`config.mk`:
```
export PLATFORM = sky130hd
export DESIGN_NAME = bxavg_top
export DESIGN_NICKNAME = d
export VERILOG_FILES = /design/src/bxavg_pkg.sv /design/src/bxavg_fifo.sv /design/src/bxavg_top.sv
export VERILOG_INCLUDE_DIRS = /design/src /design/src/src
export SDC_FILE = /design/constraint.sdc
export NUM_CORES = 1
export LEC_CHECK = 0
export BUFFER_PORTS_ARGS = -buffer_cell sky130_fd_sc_hd__buf_4
export CAP_MARGIN = 30
export CORE_MARGIN = 5
export CORE_UTILIZATION = 45
export DETAILED_ROUTE_END_ITERATION = 16
export SLEW_MARGIN = 15
export SYNTH_ARGS = -nofsm -noshare
export SYNTH_HDL_FRONTEND = slang
export SYNTH_SLANG_ARGS = --single-unit
```
`constraint.sdc`:
```
create_clock -name clock_i -period 5.2 [get_ports clock_i]
set_clock_uncertainty 0.2 [all_clocks]
set_input_delay 1.04 -clock clock_i [delete_from_list [all_inputs] [get_ports clock_i]]
set_output_delay 1.04 -clock clock_i [all_outputs]
set_load 0.05 [all_outputs]
```
`src/bxavg_cfg.svh`:
```
`ifndef BXAVG_CFG_SVH
`define BXAVG_CFG_SVH

// sample and result widths
`define BXA_IN_W        16
`define BXA_OUT_W       24
`define BXA_FRAC_W      8
`define BXA_FACT_W      9
`define BXA_REM_W       10
`define BXA_DVD_W       32

// averaging factor limits
`define BXA_FACT_MIN    9'h002
`define BXA_FACT_MAX    9'h100

// divider steps, one quotient bit each
`define BXA_DIV_STEPS   6'h20
`define BXA_DIV_LAST    6'h1f

// result buffer depth, power of two
`define BXA_FIFO_DEPTH  8

// group counter width
`define BXA_GRP_W       16

`endif

```
`src/bxavg_pkg.sv`:
```
package bxavg_pkg;

  typedef enum logic [1:0] {
    BXAVG_IDLE = 2'b00,
    BXAVG_DIV  = 2'b01,
    BXAVG_PUSH = 2'b10
  } bxavg_div_st_t;

  typedef logic [15:0] bxavg_sample_t;

endpackage : bxavg_pkg

```
`src/bxavg_fifo.sv`:
```
`timescale 1ns/1ns
`default_nettype none

// depth must be a power of two: the pointers wrap on their own width
module bxavg_fifo #(
  parameter int WIDTH = 24,
  parameter int DEPTH = 8
) (
  input  wire logic             clock_i,
  input  wire logic             rst_n_i,
  input  wire logic             in_valid_i,
  input  wire logic [WIDTH-1:0] in_data_i,
  output logic                  in_ready_o,
  output logic                  out_valid_o,
  output logic [WIDTH-1:0]      out_data_o,
  input  wire logic             out_ready_i
);

  localparam int AW = $clog2(DEPTH);

  logic [WIDTH-1:0] mem [DEPTH];
  logic [AW:0]      wr_ptr;
  logic [AW:0]      rd_ptr;
  logic             full;
  logic             empty;
  logic             push;
  logic             pop;

  assign full        = (wr_ptr[AW] != rd_ptr[AW]) && (wr_ptr[AW-1:0] == rd_ptr[AW-1:0]);
  assign empty       = (wr_ptr == rd_ptr);
  assign in_ready_o  = !full;
  assign out_valid_o = !empty;
  assign out_data_o  = mem[rd_ptr[AW-1:0]];
  assign push        = in_valid_i && !full;
  assign pop         = out_ready_i && !empty;

  always_ff @(posedge clock_i) begin
    if (push) begin
      mem[wr_ptr[AW-1:0]] <= in_data_i;
    end
  end

  always_ff @(posedge clock_i) begin
    if (!rst_n_i) begin
      wr_ptr <= '0;
    end else if (push) begin
      wr_ptr <= wr_ptr + {{AW{1'b0}}, 1'b1};
    end
  end

  always_ff @(posedge clock_i) begin
    if (!rst_n_i) begin
      rd_ptr <= '0;
    end else if (pop) begin
      rd_ptr <= rd_ptr + {{AW{1'b0}}, 1'b1};
    end
  end

  fifo_bounds_a: assert property (@(posedge clock_i) disable iff (!rst_n_i)
    full |=> !(wr_ptr == rd_ptr))
    else $error("fifo wrapped from full to empty");

endmodule // bxavg_fifo

`default_nettype wire

```
`src/bxavg_top.sv`:
```
`timescale 1ns/1ns
`default_nettype none

`include "bxavg_cfg.svh"

module bxavg_top #(
  parameter int FIFO_DEPTH = `BXA_FIFO_DEPTH
) (
  input  wire logic                  clock_i,
  input  wire logic                  rst_n_i,
  input  wire logic                  acq_start_i,
  input  wire logic                  acq_stop_i,
  input  wire logic [`BXA_FACT_W-1:0] factor_i,
  input  wire logic [`BXA_IN_W-1:0]  sample_i,
  input  wire logic                  sample_valid_i,
  output logic                       sample_ready_o,
  input  wire logic                  trig_en_i,
  input  wire logic [`BXA_IN_W-1:0]  trig_level_i,
  output logic [`BXA_OUT_W-1:0]      avg_data_o,
  output logic                       avg_valid_o,
  input  wire logic                  avg_ready_i,
  output logic                       trig_o,
  output logic [7:0]                 trig_phase_o,
  output logic [`BXA_GRP_W-1:0]      trig_group_o,
  output logic [`BXA_GRP_W-1:0]      avg_count_o,
  output logic                       acq_active_o
);

  bxavg_pkg::bxavg_div_st_t st;
  bxavg_pkg::bxavg_div_st_t next_st;

  logic [`BXA_FACT_W-1:0] fac;
  logic [`BXA_FACT_W-1:0] next_fac;
  logic [`BXA_FACT_W-1:0] cnt;
  logic [`BXA_FACT_W-1:0] next_cnt;
  logic [`BXA_OUT_W-1:0]  acc;
  logic [`BXA_OUT_W-1:0]  sum_final;
  logic [`BXA_OUT_W-1:0]  dvd_hold;
  logic [`BXA_DVD_W-1:0]  dq;
  logic [`BXA_REM_W-1:0]  rem;
  logic [`BXA_REM_W-1:0]  trial;
  logic [5:0]             step;
  logic [`BXA_IN_W-1:0]   uval;
  logic [`BXA_IN_W-1:0]   prev_s;
  logic                   prev_ok;
  logic                   armed;
  logic                   accept;
  logic                   complete;
  logic                   fifo_in_ready;
  logic                   fifo_out_valid;
  logic [`BXA_OUT_W-1:0]  fifo_out_data;
  logic                   fifo_pop;
  logic [`BXA_OUT_W-1:0]  result;

  // out-of-range requests snap to the nearest legal factor
  function automatic logic [`BXA_FACT_W-1:0] clamp_factor(input logic [`BXA_FACT_W-1:0] f);
    if (f < `BXA_FACT_MIN) begin
      clamp_factor = `BXA_FACT_MIN;
    end else if (f > `BXA_FACT_MAX) begin
      clamp_factor = `BXA_FACT_MAX;
    end else begin
      clamp_factor = f;
    end
  endfunction

  function automatic logic rising_cross(input logic [`BXA_IN_W-1:0] p,
                                        input logic [`BXA_IN_W-1:0] c,
                                        input logic [`BXA_IN_W-1:0] lvl);
    rising_cross = ($signed(p) < $signed(lvl)) && ($signed(c) >= $signed(lvl));
  endfunction

  // offset binary keeps the sum and the division unsigned
  assign uval      = {~sample_i[`BXA_IN_W-1], sample_i[`BXA_IN_W-2:0]};
  assign accept    = sample_valid_i && sample_ready_o && acq_active_o && !acq_start_i;
  assign complete  = accept && (cnt == (fac - 9'h001));
  assign sum_final = acc + {8'h00, uval};
  assign trial     = {rem[`BXA_REM_W-2:0], dq[`BXA_DVD_W-1]};
  assign result    = {~dq[`BXA_OUT_W-1], dq[`BXA_OUT_W-2:0]};
  assign fifo_pop  = fifo_out_valid && (!avg_valid_o || avg_ready_i);

  always_ff @(posedge clock_i) begin
    if (!rst_n_i) begin
      acq_active_o <= 1'b0;
    end else if (acq_start_i) begin
      acq_active_o <= 1'b1;
    end else if (acq_stop_i) begin
      acq_active_o <= 1'b0;
    end
  end

  always_comb begin
    next_fac = acq_start_i ? clamp_factor(factor_i) : fac;
  end

  always_ff @(posedge clock_i) begin
    if (!rst_n_i) begin
      fac <= `BXA_FACT_MIN;
    end else begin
      fac <= next_fac;
    end
  end

  always_comb begin
    if (acq_start_i || complete) begin
      next_cnt = 9'h000;
    end else if (accept) begin
      next_cnt = cnt + 9'h001;
    end else begin
      next_cnt = cnt;
    end
  end

  always_comb begin
    next_st = st;
    if (acq_start_i) begin
      next_st = bxavg_pkg::BXAVG_IDLE;
    end else begin
      case (st)
        bxavg_pkg::BXAVG_IDLE: begin
          next_st = complete ? bxavg_pkg::BXAVG_DIV : bxavg_pkg::BXAVG_IDLE;
        end
        bxavg_pkg::BXAVG_DIV: begin
          next_st = (step == `BXA_DIV_LAST) ? bxavg_pkg::BXAVG_PUSH : bxavg_pkg::BXAVG_DIV;
        end
        bxavg_pkg::BXAVG_PUSH: begin
          next_st = fifo_in_ready ? bxavg_pkg::BXAVG_IDLE : bxavg_pkg::BXAVG_PUSH;
        end
        default: begin
          next_st = bxavg_pkg::BXAVG_IDLE;
        end
      endcase
    end
  end

  always_ff @(posedge clock_i) begin
    if (!rst_n_i) begin
      st <= bxavg_pkg::BXAVG_IDLE;
    end else begin
      st <= next_st;
    end
  end

  always_ff @(posedge clock_i) begin
    if (!rst_n_i) begin
      cnt <= 9'h000;
      acc <= 24'h000000;
    end else begin
      cnt <= next_cnt;
      if (acq_start_i || complete) begin
        acc <= 24'h000000;
      end else if (accept) begin
        acc <= sum_final;
      end
    end
  end

  // only the last sample of a group waits for the divider; the rest keep flowing
  always_ff @(posedge clock_i) begin
    if (!rst_n_i) begin
      sample_ready_o <= 1'b0;
    end else begin
      sample_ready_o <= !((next_st != bxavg_pkg::BXAVG_IDLE) && (next_cnt == (next_fac - 9'h001)));
    end
  end

  // restoring divide of sum by factor
  always_ff @(posedge clock_i) begin
    if (!rst_n_i) begin
      dq       <= 32'h00000000;
      rem      <= 10'h000;
      step     <= 6'h00;
      dvd_hold <= 24'h000000;
    end else if (complete) begin
      dq       <= {sum_final, 8'h00};
      rem      <= 10'h000;
      step     <= 6'h00;
      dvd_hold <= sum_final;
    end else if (st == bxavg_pkg::BXAVG_DIV) begin
      step <= step + 6'h01;
      if (trial >= {1'b0, fac}) begin
        rem <= trial - {1'b0, fac};
        dq  <= {dq[`BXA_DVD_W-2:0], 1'b1};
      end else begin
        rem <= trial;
        dq  <= {dq[`BXA_DVD_W-2:0], 1'b0};
      end
    end
  end

  always_ff @(posedge clock_i) begin
    if (!rst_n_i) begin
      avg_count_o <= 16'h0000;
    end else if (acq_start_i) begin
      avg_count_o <= 16'h0000;
    end else if (complete) begin
      avg_count_o <= avg_count_o + 16'h0001;
    end
  end

  always_ff @(posedge clock_i) begin
    if (!rst_n_i) begin
      trig_o       <= 1'b0;
      trig_phase_o <= 8'h00;
      trig_group_o <= 16'h0000;
      armed        <= 1'b0;
      prev_s       <= 16'h0000;
      prev_ok      <= 1'b0;
    end else if (acq_start_i) begin
      trig_o  <= 1'b0;
      armed   <= 1'b1;
      prev_ok <= 1'b0;
    end else begin
      trig_o <= 1'b0;
      if (accept) begin
        prev_s  <= sample_i;
        prev_ok <= 1'b1;
        if (trig_en_i && armed && prev_ok && rising_cross(prev_s, sample_i, trig_level_i)) begin
          trig_o       <= 1'b1;
          trig_phase_o <= cnt[7:0];
          trig_group_o <= avg_count_o;
          armed        <= 1'b0;
        end
      end
    end
  end

  bxavg_fifo #(
    .WIDTH (`BXA_OUT_W),
    .DEPTH (FIFO_DEPTH)
  ) u_fifo (
    .clock_i     (clock_i),
    .rst_n_i     (rst_n_i),
    .in_valid_i  ((st == bxavg_pkg::BXAVG_PUSH) && !acq_start_i),
    .in_data_i   (result),
    .in_ready_o  (fifo_in_ready),
    .out_valid_o (fifo_out_valid),
    .out_data_o  (fifo_out_data),
    .out_ready_i (fifo_pop || !fifo_out_valid)
  );

  // registered output stage so the port comes from a flop
  always_ff @(posedge clock_i) begin
    if (!rst_n_i) begin
      avg_valid_o <= 1'b0;
      avg_data_o  <= 24'h000000;
    end else if (!avg_valid_o || avg_ready_i) begin
      avg_valid_o <= fifo_out_valid;
      if (fifo_out_valid) begin
        avg_data_o <= fifo_out_data;
      end
    end
  end

  factor_range_a: assert property (@(posedge clock_i) disable iff (!rst_n_i)
    acq_active_o |-> (fac >= `BXA_FACT_MIN) && (fac <= `BXA_FACT_MAX))
    else $error("factor outside 2 to 256");

  group_launch_a: assert property (@(posedge clock_i) disable iff (!rst_n_i)
    complete |=> (st == bxavg_pkg::BXAVG_DIV) && (cnt == 9'h000) && (acc == 24'h000000))
    else $error("group end did not clear and launch");

  acc_sum_a: assert property (@(posedge clock_i) disable iff (!rst_n_i)
    (accept && !complete) |=> (acc == $past(acc) + {8'h00, $past(uval)}) && (cnt == $past(cnt) + 9'h001))
    else $error("accumulator missed a sample");

  quotient_exact_a: assert property (@(posedge clock_i) disable iff (!rst_n_i)
    (st == bxavg_pkg::BXAVG_PUSH) |->
      (({8'h00, dq[23:0]} * {23'h000000, fac}) + {22'h000000, rem}) == {dvd_hold, 8'h00} && (rem < {1'b0, fac}))
    else $error("quotient does not match sum over factor");

  div_steps_a: assert property (@(posedge clock_i) disable iff (!rst_n_i)
    (st == bxavg_pkg::BXAVG_DIV && step == `BXA_DIV_LAST && !acq_start_i) |=> (st == bxavg_pkg::BXAVG_PUSH))
    else $error("divider did not finish after 32 steps");

  frac_width_a: assert property (@(posedge clock_i) disable iff (!rst_n_i)
    (st == bxavg_pkg::BXAVG_PUSH && fac == 9'h002) |-> (dq[6:0] == 7'h00))
    else $error("factor two result has more than one fraction bit");

  no_overrun_a: assert property (@(posedge clock_i) disable iff (!rst_n_i)
    complete |-> (st == bxavg_pkg::BXAVG_IDLE))
    else $error("group completed while divider busy");

  out_rate_a: assert property (@(posedge clock_i) disable iff (!rst_n_i)
    (!acq_start_i && !complete) |=> $stable(avg_count_o))
    else $error("result count moved without a full group");

  trig_fire_a: assert property (@(posedge clock_i) disable iff (!rst_n_i)
    (accept && trig_en_i && armed && prev_ok && rising_cross(prev_s, sample_i, trig_level_i))
      |=> trig_o && (trig_phase_o == $past(cnt[7:0])) ##1 !trig_o)
    else $error("trigger crossing missed or mispositioned");

  start_clear_a: assert property (@(posedge clock_i) disable iff (!rst_n_i)
    acq_start_i |=> acq_active_o && (cnt == 9'h000) && (avg_count_o == 16'h0000) && (st == bxavg_pkg::BXAVG_IDLE))
    else $error("start did not begin a clean acquisition");

  out_hold_a: assert property (@(posedge clock_i) disable iff (!rst_n_i)
    (avg_valid_o && !avg_ready_i) |=> avg_valid_o && $stable(avg_data_o))
    else $error("result dropped under back-pressure");

endmodule // bxavg_top

`default_nettype wire
```
# --- Word level (Yosys, flattened, before mapping) ---
# Memories as Yosys holds them, arrays and structs flattened. A register that Yosys moved wholly into a read port is not among the register bits.
# Cells that the tools add are included.
classes:
  eq_ne: 8
  n_reduce_logical: 37
  n_addsub: 9
  n_mux: 22
  bitwise_logic: 6
  magnitude_cmp: 5
ops:
  columns: ["operator", "count"]
  rows:
  - ["2-to-1 mux 32 bit", 2]
  - ["2-to-1 mux 9 bit", 6]
  - ["adder 24 x 16 -> 24 bit", 1]
  - ["equality test 9 bit", 2]
  - ["subtractor 9 x 1 -> 9 bit (second input constant)", 2]
  - ["adder 16 x 1 -> 16 bit (second input constant)", 1]
  - [">= comparator 16 bit", 1]
  - ["less-than comparator 16 bit", 1]
  - ["logical AND 1 bit", 14]
  - [">= comparator 10 x 9 -> 1 bit", 1]
  - ["2-to-1 mux 1 bit", 10]
  - ["nonzero test 2 bit", 5]
  - ["adder 9 x 1 -> 9 bit (second input constant)", 1]
  - ["greater-than comparator 9 bit (second input constant)", 1]
  - ["less-than comparator 9 x 2 -> 1 bit (second input constant)", 1]
  - ["subtractor 9 bit", 1]
  - ["adder 4 x 1 -> 4 bit (second input constant)", 2]
  - ["adder 6 x 1 -> 6 bit (second input constant)", 1]
  - ["equality test 6 x 5 -> 1 bit (second input constant)", 1]
  - ["logical NOT 1 bit", 6]
  - ["2-to-1 mux 2 bit", 3]
  - ["inverter 1 bit", 6]
  - ["case mux 2 bit (3 select lines)", 1]
  - ["AND reduction 2 bit", 3]
  - ["other kinds (10)", 14]
word_totals:
  input_bits: 48
  output_inout_bits: 68
  ff_bits: 161
  elab_cells: 108
  mem_bits_rw: 192
  mem_count: 1
memory_table:
  columns: ["memory", "words", "width", "rd", "rd_clocked_by_memory_dff", "wr", "line_no", "source"]
  rows:
  - ["u_fifo.mem", 8, 24, 1, 1, 1, "bxavg_fifo.sv:21", "logic [WIDTH-1:0] mem [DEPTH];"]

# --- Depth between registers and ports, before layout ---
# Gate-level depths: netlist of the first run.
depth:
  ltp_word: 10
  depth_mapped: 13
  mapped_depth_nobuf: 12

# --- By module ---
# From an unflattened synthesis of the first run, not the netlist that was laid out.
unflattened:
  hier_cells: 1613
  hier_area_um2: 17910.9
by_module_without_submodules:
  columns: ["module", "area_each_um2", "seq_area_each_um2", "cells_per_inst", "n_inst"]
  rows:
  - ["bxavg_top", 9895.7, 3543.4, 1251, 1]
  - ["bxavg_fifo", 8015.2, 5985.7, 362, 1]

# --- Least setup slack after synthesis of the first run ---
# OpenSTA, ideal clock, no wires.
synth_path:
  path_kind: "input -> register"
  start: "in acq_start_i"
  end: "mem u_fifo.mem[0][0] (enable)"
  setup_time_ns: 0.435
  n_path_buf: 2
  t_required_ns: 4.565
  arrival_ns: 3.709
  cell_stages: 5
  setup_slack_ns: 0.856
  path_cell_list: "clkbuf_1 > buf_1 > nor3_1 > nand2b_1 > nor3_1"
synth_via:
  elab_chain_len: 5
synth_lines:
  columns: ["item", "line_no", "source"]
  rows:
  - ["start: declaration", "bxavg_top.sv:11", "input wire logic acq_start_i,"]
  - ["logical NOT 1 bit", "bxavg_top.sv:233", ".in_valid_i ((st == bxavg_pkg::BXAVG_PUSH) && !acq_start_i),"]
  - ["logical AND 1 bit", "bxavg_top.sv:233", null]
  - ["logical AND 1 bit", "bxavg_fifo.sv:34", "assign push = in_valid_i && !full;"]
  - ["2-to-1 mux 1 bit", "bxavg_fifo.sv:38", "if (push) begin"]
  - ["2-to-1 mux 1 bit (implied by the code)", "bxavg_fifo.sv:39", "mem[wr_ptr[AW-1:0]] <= in_data_i;"]
  - ["end: declaration", "bxavg_fifo.sv:21", null]
# No other way between the ends.

# --- Worst setup path in the final report of the first run ---
layout_path:
  start: "in sample_i[0]"
  end: "reg acc[20]"
layout_via:
  elab_chain_len: 1
layout_lines:
  columns: ["item", "line_no", "source"]
  rows:
  - ["start: declaration", "bxavg_top.sv:14", "input wire logic [`BXA_IN_W-1:0] sample_i,"]
  - ["adder 24 x 16 -> 24 bit", "bxavg_top.sv:76", "assign sum_final = acc + {8'h00, uval};"]
  - ["end signal: assignment", "bxavg_top.sv:152", "acc <= sum_final;"]
  - ["end: declaration", "bxavg_top.sv:36", "logic [`BXA_OUT_W-1:0] acc;"]
# No other way between the ends.
# A chain may end at the register's enable or synchronous reset.

==> impl_results.md, run 1 <==
- Status: finished clean
- Largest net degree at the start of global routing: 61
- Yosys reg bits: 377
- Die Area: 42000 um2
- Starting density of the core: 0.455
- First-pass detailed-route iteration total: 4
- CTS clk-pin slew, worst paths: 0.06 ns
- Area grow syn2layout: 16.1%
- Post-synth EDFFs: 192
- Clock tree from TritonCTS: built
- Setup crit start: sample_i[0]
- First-pass GRT wire length: 60.7 mm
- Power, Total: 6.87 mW
- Fmax achieved: 285 MHz
- Setup TNS: 0 ns
- Largest cells by area after synthesis: edfxtp_1 (34%), dfxtp_1 (22%), mux4_2 (6.3%)
- # DRC: 0
- Clk_lat worst skew: 0.53 ns
- Fin nets: 1711
- Reg2reg setup slack: 1.83 ns
- Worst Setup EP: acc[20]
- Number of diodes: 0
- Pwr Density: 347 nW/um2
- Relative slew slack: 0.429
- Unique masters post-synth: 70
- Ys Warns: 0
- DIE WIDTH: 205 um
- HPWL Detailed: 25.0 mm
- Clk buf depth: 3
- Routed len/inst: 17.7 um
- Worst Path Max Fanout: 7
- Share of the yosys chip area belonging to registers: 0.554
- # port buffers: 115
- Worst EP required: 5.41 ns
- Num ports: 116
- RSZ-0062 raised after global routing: no
- Synth Instances: 1498
- FILL cells: 3321
- Post-Syn Area: 17100 um2
- Synth Area per Inst: 11.4 um2
- Register area: 9470 um2
- Fin. max-slew vios: 0
- CP endpoint kind: flip-flop
- HP Start: acc[11]
- Ys flop type: edfxtp_1
- Reg2Reg Depth: 9
- Final hold vios: 0
- Total track usage: 0.179
- Vias in the first global route: 11200
- DR iter-0 viols: 513
- Tightest Pin Transition: 0.854 ns
- Overflow after GRT: 0
- Placer's final routability congestion estimate: 0.809
- Hold Crit Class: flip-flop to flip-flop
- Area of the multi-input gates: 7120 um2
- H-tree depth: 2
- CTS Buf Count: 40
- Site Rows: 71
- Area share of the largest cell type after synthesis: 0.338
- Vias per std cell: 5.38
- Layout cell share with drive strength beyond 1: 0.171
- Worst vdd ir: 0.000198 V
- Clk root buf: clkbuf_16
- Hold Path Stages: 2
- Initial antenna violation count: 0
- Area of the core: 37600 um2
- Routed via count: 11500
- CP Data Arrival Time: 3.71 ns
- Final setup vio count: 0
- Hold Buf Count CTS: 0
- Clk sinks: 377
- Max Cap Viol: 0
- Post-Syn Nets: 1611
- Die Height: 205 um
- Worst hold margin: 0.256 ns
- R2r endpoint: avg_count_o[13]
- Post-synth ARST share: 0
- Fin crit period: 3.51 ns
- Leakage Power: 7.00 nW
- Total Wirelength: 37.8 mm
- R2R Path Start: fac[0]
- Post-CTS Setup Repair Bufs: 0
- Final ANT Viol Nets: 0
- Post-CTS sizing: 0
- Period utilization: 0.674
- Critical path class: input port to flip-flop
- Startpoint types: input port
- Cell taking the most area after synthesis: edfxtp_1
sequential cells by signal, summed over array words and instances, names as in the netlist, 2 cells and up:
name and flops:
avg_count_o 16, trig_group_o 16, u_fifo.wr_ptr 4, step 6, avg_data_o 24, trig_phase_o 8, dq 32, rem 9
u_fifo.mem 192, cnt 9, acc 24, st 2, u_fifo.rd_ptr 4, fac 9, prev_s 16
Yosys cell counts (5+ instances only):
| library cell | count |
|---|---|
| nand2_1 | 210 |
| edfxtp_1 | 192 |
| dfxtp_1 | 185 |
| nor2_1 | 138 |
| a21oi_1 | 81 |
| clkbuf_1 | 67 |
| ha_1 | 63 |
| mux2i_1 | 58 |
| xnor2_1 | 51 |
| inv_1 | 48 |
| mux4_2 | 48 |
| a211oi_1 | 46 |
| xor2_1 | 39 |
| a21o_1 | 24 |
| o21ai_0 | 24 |
| nor3_1 | 23 |
| nand4_1 | 21 |
| nand3_1 | 18 |
| nand2b_1 | 17 |
| a311oi_1 | 14 |
| and2_1 | 10 |
| buf_1 | 9 |
| or3_1 | 8 |
| nor2b_1 | 7 |
| o211ai_1 | 7 |
| o21a_1 | 7 |
| a31oi_1 | 6 |
| and3_1 | 6 |
| a2bb2oi_1 | 5 |
| nor3b_1 | 5 |
through the flow:
step / utilization / setup slack, ns / cells / instance area, um2
2_1_floorplan: - / 0.856 / 1498 / 17100
3_3_place_gp: 0.492 / 1.09 / 2066 / 18500
3_5_place_dp: 0.493 / 1.11 / 2067 / 18500
4_1_cts: 0.528 / 1.66 / 2141 / 19800
5_1_grt: 0.528 / 1.38 / 2141 / 19800
6_report: 0.528 / 1.69 / 2141 / 19800
cell type report:
cell class	instances	area share
inverters	49	0.00928
well taps	511	0.0323
clock buffers	60	0.0578
multi-input cells	991	0.359
flip-flops and latches	377	0.478
repair buffers	139	0.0558
clock inverters	14	0.00776
how the worst min path moves through the flow:
stage,endpoint,slack (ns)
global placement,trig_group_o[5],0.24
global route,trig_phase_o[1],0.27
finish,acc[11],0.26
floorplan,prev_s[0],0.23
detailed placement,prev_s[0],0.25
CTS,prev_s[6],0.26
power by group:
| part | switching [mW] | total, mW | internal [mW] |
|---|---|---|---|
| clock | 1.15 | 2.79 | 1.64 |
| combinational | 0.510 | 0.860 | 0.350 |
| sequential | 0.0609 | 3.22 | 3.16 |
cell usage in the layout, fill, tap and decap left out, types with 7 or more instances in the layout:
cell type  instances
and2_1            10
or3_1              8
dfxtp_1          183
edfxtp_1         192
buf_4            134
mux2i_1           58
xnor2_1           51
clkbuf_8           7
a21oi_1           80
a21o_1            24
clkbuf_16         40
clkbuf_1          13
nand3_1           18
nor2_1           132
o21ai_0           24
xor2_1            39
nand4_1           21
ha_1              63
a211oi_1          46
o211ai_1           7
mux4_2            48
inv_1             48
nand2b_1          17
nand2_1          210
a311oi_1          14
nor3_1            21
kinds of logic after synthesis:
logic type | Yosys count | share of synthesized area
AND/OR/NAND/NOR | 487 | 0.128
AO/OA/AOI/OAI | 243 | 0.0941
multiplexers | 106 | 0.0973
adder cells (fa/ha/maj) | 65 | 0.0485
buffers and inverters | 130 | 0.0314
flip-flops | 377 | 0.554
XOR/XNOR | 90 | 0.0462
metal layers:
layer,vias up,global-route usage,wire [um]
met1,5597,0.249,17900
met2,226,0.290,17300
met5,-,0,0
met3,62,0.0328,1720
met4,0,0.0481,913
li1,5623,-,-
critical path, cell delays in order:
cell and delay (ns):
buf_4 0.10, ha_1 0.16, inv_1 0.05, fa_1 0.40, nor2b_1 0.13, o21a_1 0.13, o21ai_0 0.14, a211oi_1 0.31
o311a_1 0.23, o211ai_1 0.23, a2111oi_0 0.57, xnor2_1 0.17, nor2_1 0.05
Power figures use the tool's default switching activity.
==> inputs of run 2 (changes only) <==
==> constraint.sdc (replaced) <==
create_clock -name clock_i -period 3.23 [get_ports clock_i]
set_clock_uncertainty 0.2 [all_clocks]
set_input_delay 0.646 -clock clock_i [delete_from_list [all_inputs] [get_ports clock_i]]
set_output_delay 0.646 -clock clock_i [all_outputs]
set_load 0.05 [all_outputs]
==> run 2 against run 1 <==
Worst hold slack got worse by 0.080 ns. First-iteration DRC count increased by 14%. Setup slack got worse by 1.6 ns. Power increased by 63%. Clock-buffer cell count increased by 2. Via count increased by 1.5%. Global-route usage increased by 0.23 points. Sequential share of layout area decreased by 1.6 points. Largest cell class unchanged.
==> impl_results.md, run 2 (synthesis gave the netlist of run 1 again) <==
- Status: finished clean
- DIE WIDTH: 205 um (unchanged)
- Vias per std cell: 5.27 (-2.0%)
- CTS clk-pin slew, worst paths: 0.06 ns (about the same)
- Final setup vio count: 0 (unchanged)
- Clk sinks: 377 (unchanged)
- Area grow syn2layout: 20.1%
- Placer's final routability congestion estimate: 0.844 (+4.4%)
- Routed via count: 11700 (+1.5%)
- RSZ-0062 raised after global routing: yes
- Leakage Power: 7.41 nW (+5.9%)
- Pwr Density: 546 nW/um2 (+58%)
- CTS Buf Count: 41 (+2.5%)
- Initial antenna violation count: 0 (unchanged)
- Worst vdd ir: 0.000340 V (+71%)
- Area of the core: 37600 um2 (unchanged)
- Startpoint types: flip-flop
- Fmax achieved: 318 MHz
- PnR worst setup slack: 0.0858 ns (-1.61 ns)
- CP endpoint kind: flip-flop
- Vias in the first global route: 11900 (+5.5%)
- Worst EP required: 3.41 ns (-2.00 ns)
- Hold Crit Class: input port to flip-flop
- Layout cell share with drive strength beyond 1: 0.216 (+0.0456)
- Worst Path Max Fanout: 12 (+5)
- Fin nets: 1788 (+4.5%)
- Site Rows: 71 (unchanged)
- Power, Total: 11.2 mW (+63%)
- Largest register FFs: 192 (unchanged)
- Max Cap Viol: 0 (unchanged)
- Clk buf depth: 3 (unchanged)
- # DRC: 0 (unchanged)
- Critical path class: flip-flop to flip-flop
- DR iter-0 viols: 586 (+14%)
- Final ANT Viol Nets: 0 (unchanged)
- Commonest non-fill, non-tap cell in the layout: nand2_1
- Clock tree from TritonCTS: built
- Largest net degree at the start of global routing: 53 (-13%)
- Period utilization: 0.973
- H-tree depth: 2 (unchanged)
- Worst hold margin: 0.176 ns (-0.0805 ns)
- HPWL Detailed: 25.9 mm (+3.8%)
- Relative slew slack: 0.503 (+0.0743)
- Final hold vios: 0 (unchanged)
- Pre-CTS setup slack: -0.366 ns (-1.48 ns)
- Total Wirelength: 38.2 mm (+1.1%)
- CP Data Arrival Time: 3.32 ns (-0.39 ns)
- First-pass detailed-route iteration total: 4 (unchanged)
- Clk root buf: clkbuf_16
- Commonest cells after routing, fill and taps aside: nand2_1 (210), buf_4 (209), edfxtp_1 (192), dfxtp_1 (181), nor2_1 (132)
- Total track usage: 0.181 (+0.00233)
- Clk_lat worst skew: 0.53 ns (about the same)
- # port buffers: 115 (unchanged)
- First-pass GRT wire length: 61.6 mm (+1.6%)
- Die Area: 42000 um2 (unchanged)
- Overflow after GRT: 0 (unchanged)
- Number of diodes: 0 (unchanged)
- Die Height: 205 um (unchanged)
- Fin. max-slew vios: 0 (unchanged)
- Fin crit period: 3.14 ns
- Num ports: 116 (unchanged)
- Routed len/inst: 17.2 um (-2.5%)
- Starting density of the core: 0.455 (unchanged)
- Tightest Pin Transition: 0.745 ns (-0.109 ns)
-- run 2: cell count changes in the layout (fill, tap and decap cells not counted), moves of 2 or more --
| cell | before | now |
|---|---|---|
| clkinv_2 | 5 | 8 |
| a2111oi_0 | 3 | 1 |
| a211oi_1 | 46 | 44 |
| clkbuf_8 | 7 | 9 |
| clkbuf_1 | 13 | 11 |
| dfxtp_1 | 183 | 181 |
| a211oi_2 | 0 | 2 |
| a2111oi_2 | 0 | 2 |
| buf_4 | 134 | 209 |
| dfxtp_2 | 1 | 3 |
| nor3_4 | 0 | 2 |
| nor3_2 | 3 | 1 |
| clkbuf_16 | 40 | 42 |
-- run 2: cell type report --
cell class / count / area [um2]
sequential: 377 / 9480
timing repair buffer: 215 / 1700
clock inverter: 13 / 118
clock buffer: 62 / 1220
fill: 3274 / 17100
tap: 511 / 639
inverter: 49 / 184
multi-input combinational: 991 / 7180
-- run 2: final timing paths --
| kind | from | end | slack (ns) | cells after the start |
|---|---|---|---|---|
| worst max-delay path | fac[1] | sample_ready_o | 0.09 | 11 |
| worst min-delay path | sample_i[0] | prev_s[0] | 0.18 | 3 |
| worst max register to register | fac[1] | sample_ready_o | 0.09 | 11 |
| worst min register to register | trig_group_o[12] | trig_group_o[12] | 0.26 | 2 |
-- run 2: critical path, cell delays in order (launching register included) --
cell and delay [ns]:
dfxtp_1 0.31, buf_4 0.15, or3_4 0.41, nor3_1 0.19, xnor2_1 0.24, nor3_1 0.13, and3_1 0.22, buf_4 0.20
nor4_1 0.27, o21bai_1 0.13, a2111oi_0 0.40, a31oi_1 0.15
-- run 2: repair_timing --
item,in CTS,in global routing
hold buffers,0,0
gates resized for setup,0,13
setup buffers,0,2
setup endpoints to repair,0,10
-- run 2: through the flow --
step	TNS (ns)	utilization	cells	area, um2
6_report	0	0.546	2218	20500
5_1_grt	-0.0877	0.546	2218	20500
4_1_cts	0	0.544	2215	20400
3_5_place_dp	-5.38	0.508	2140	19100
3_3_place_gp	-13.46	0.507	2139	19100
2_1_floorplan	-9.40	-	1498	17100
-- run 2: power by group --
group | switching (mW) | internal (mW)
Sequential | 0.0539 | 5.08
Clock | 1.87 | 2.70
Combinational | 0.874 | 0.626
-- run 2: metal layers --
layer,part of all wire,track usage,up-vias
li1,-,-,5765
met1,0.47,0.253,5657
met2,0.47,0.302,213
met3,0.042,0.0285,49
met4,0.015,0.0373,0
met5,0,0,-
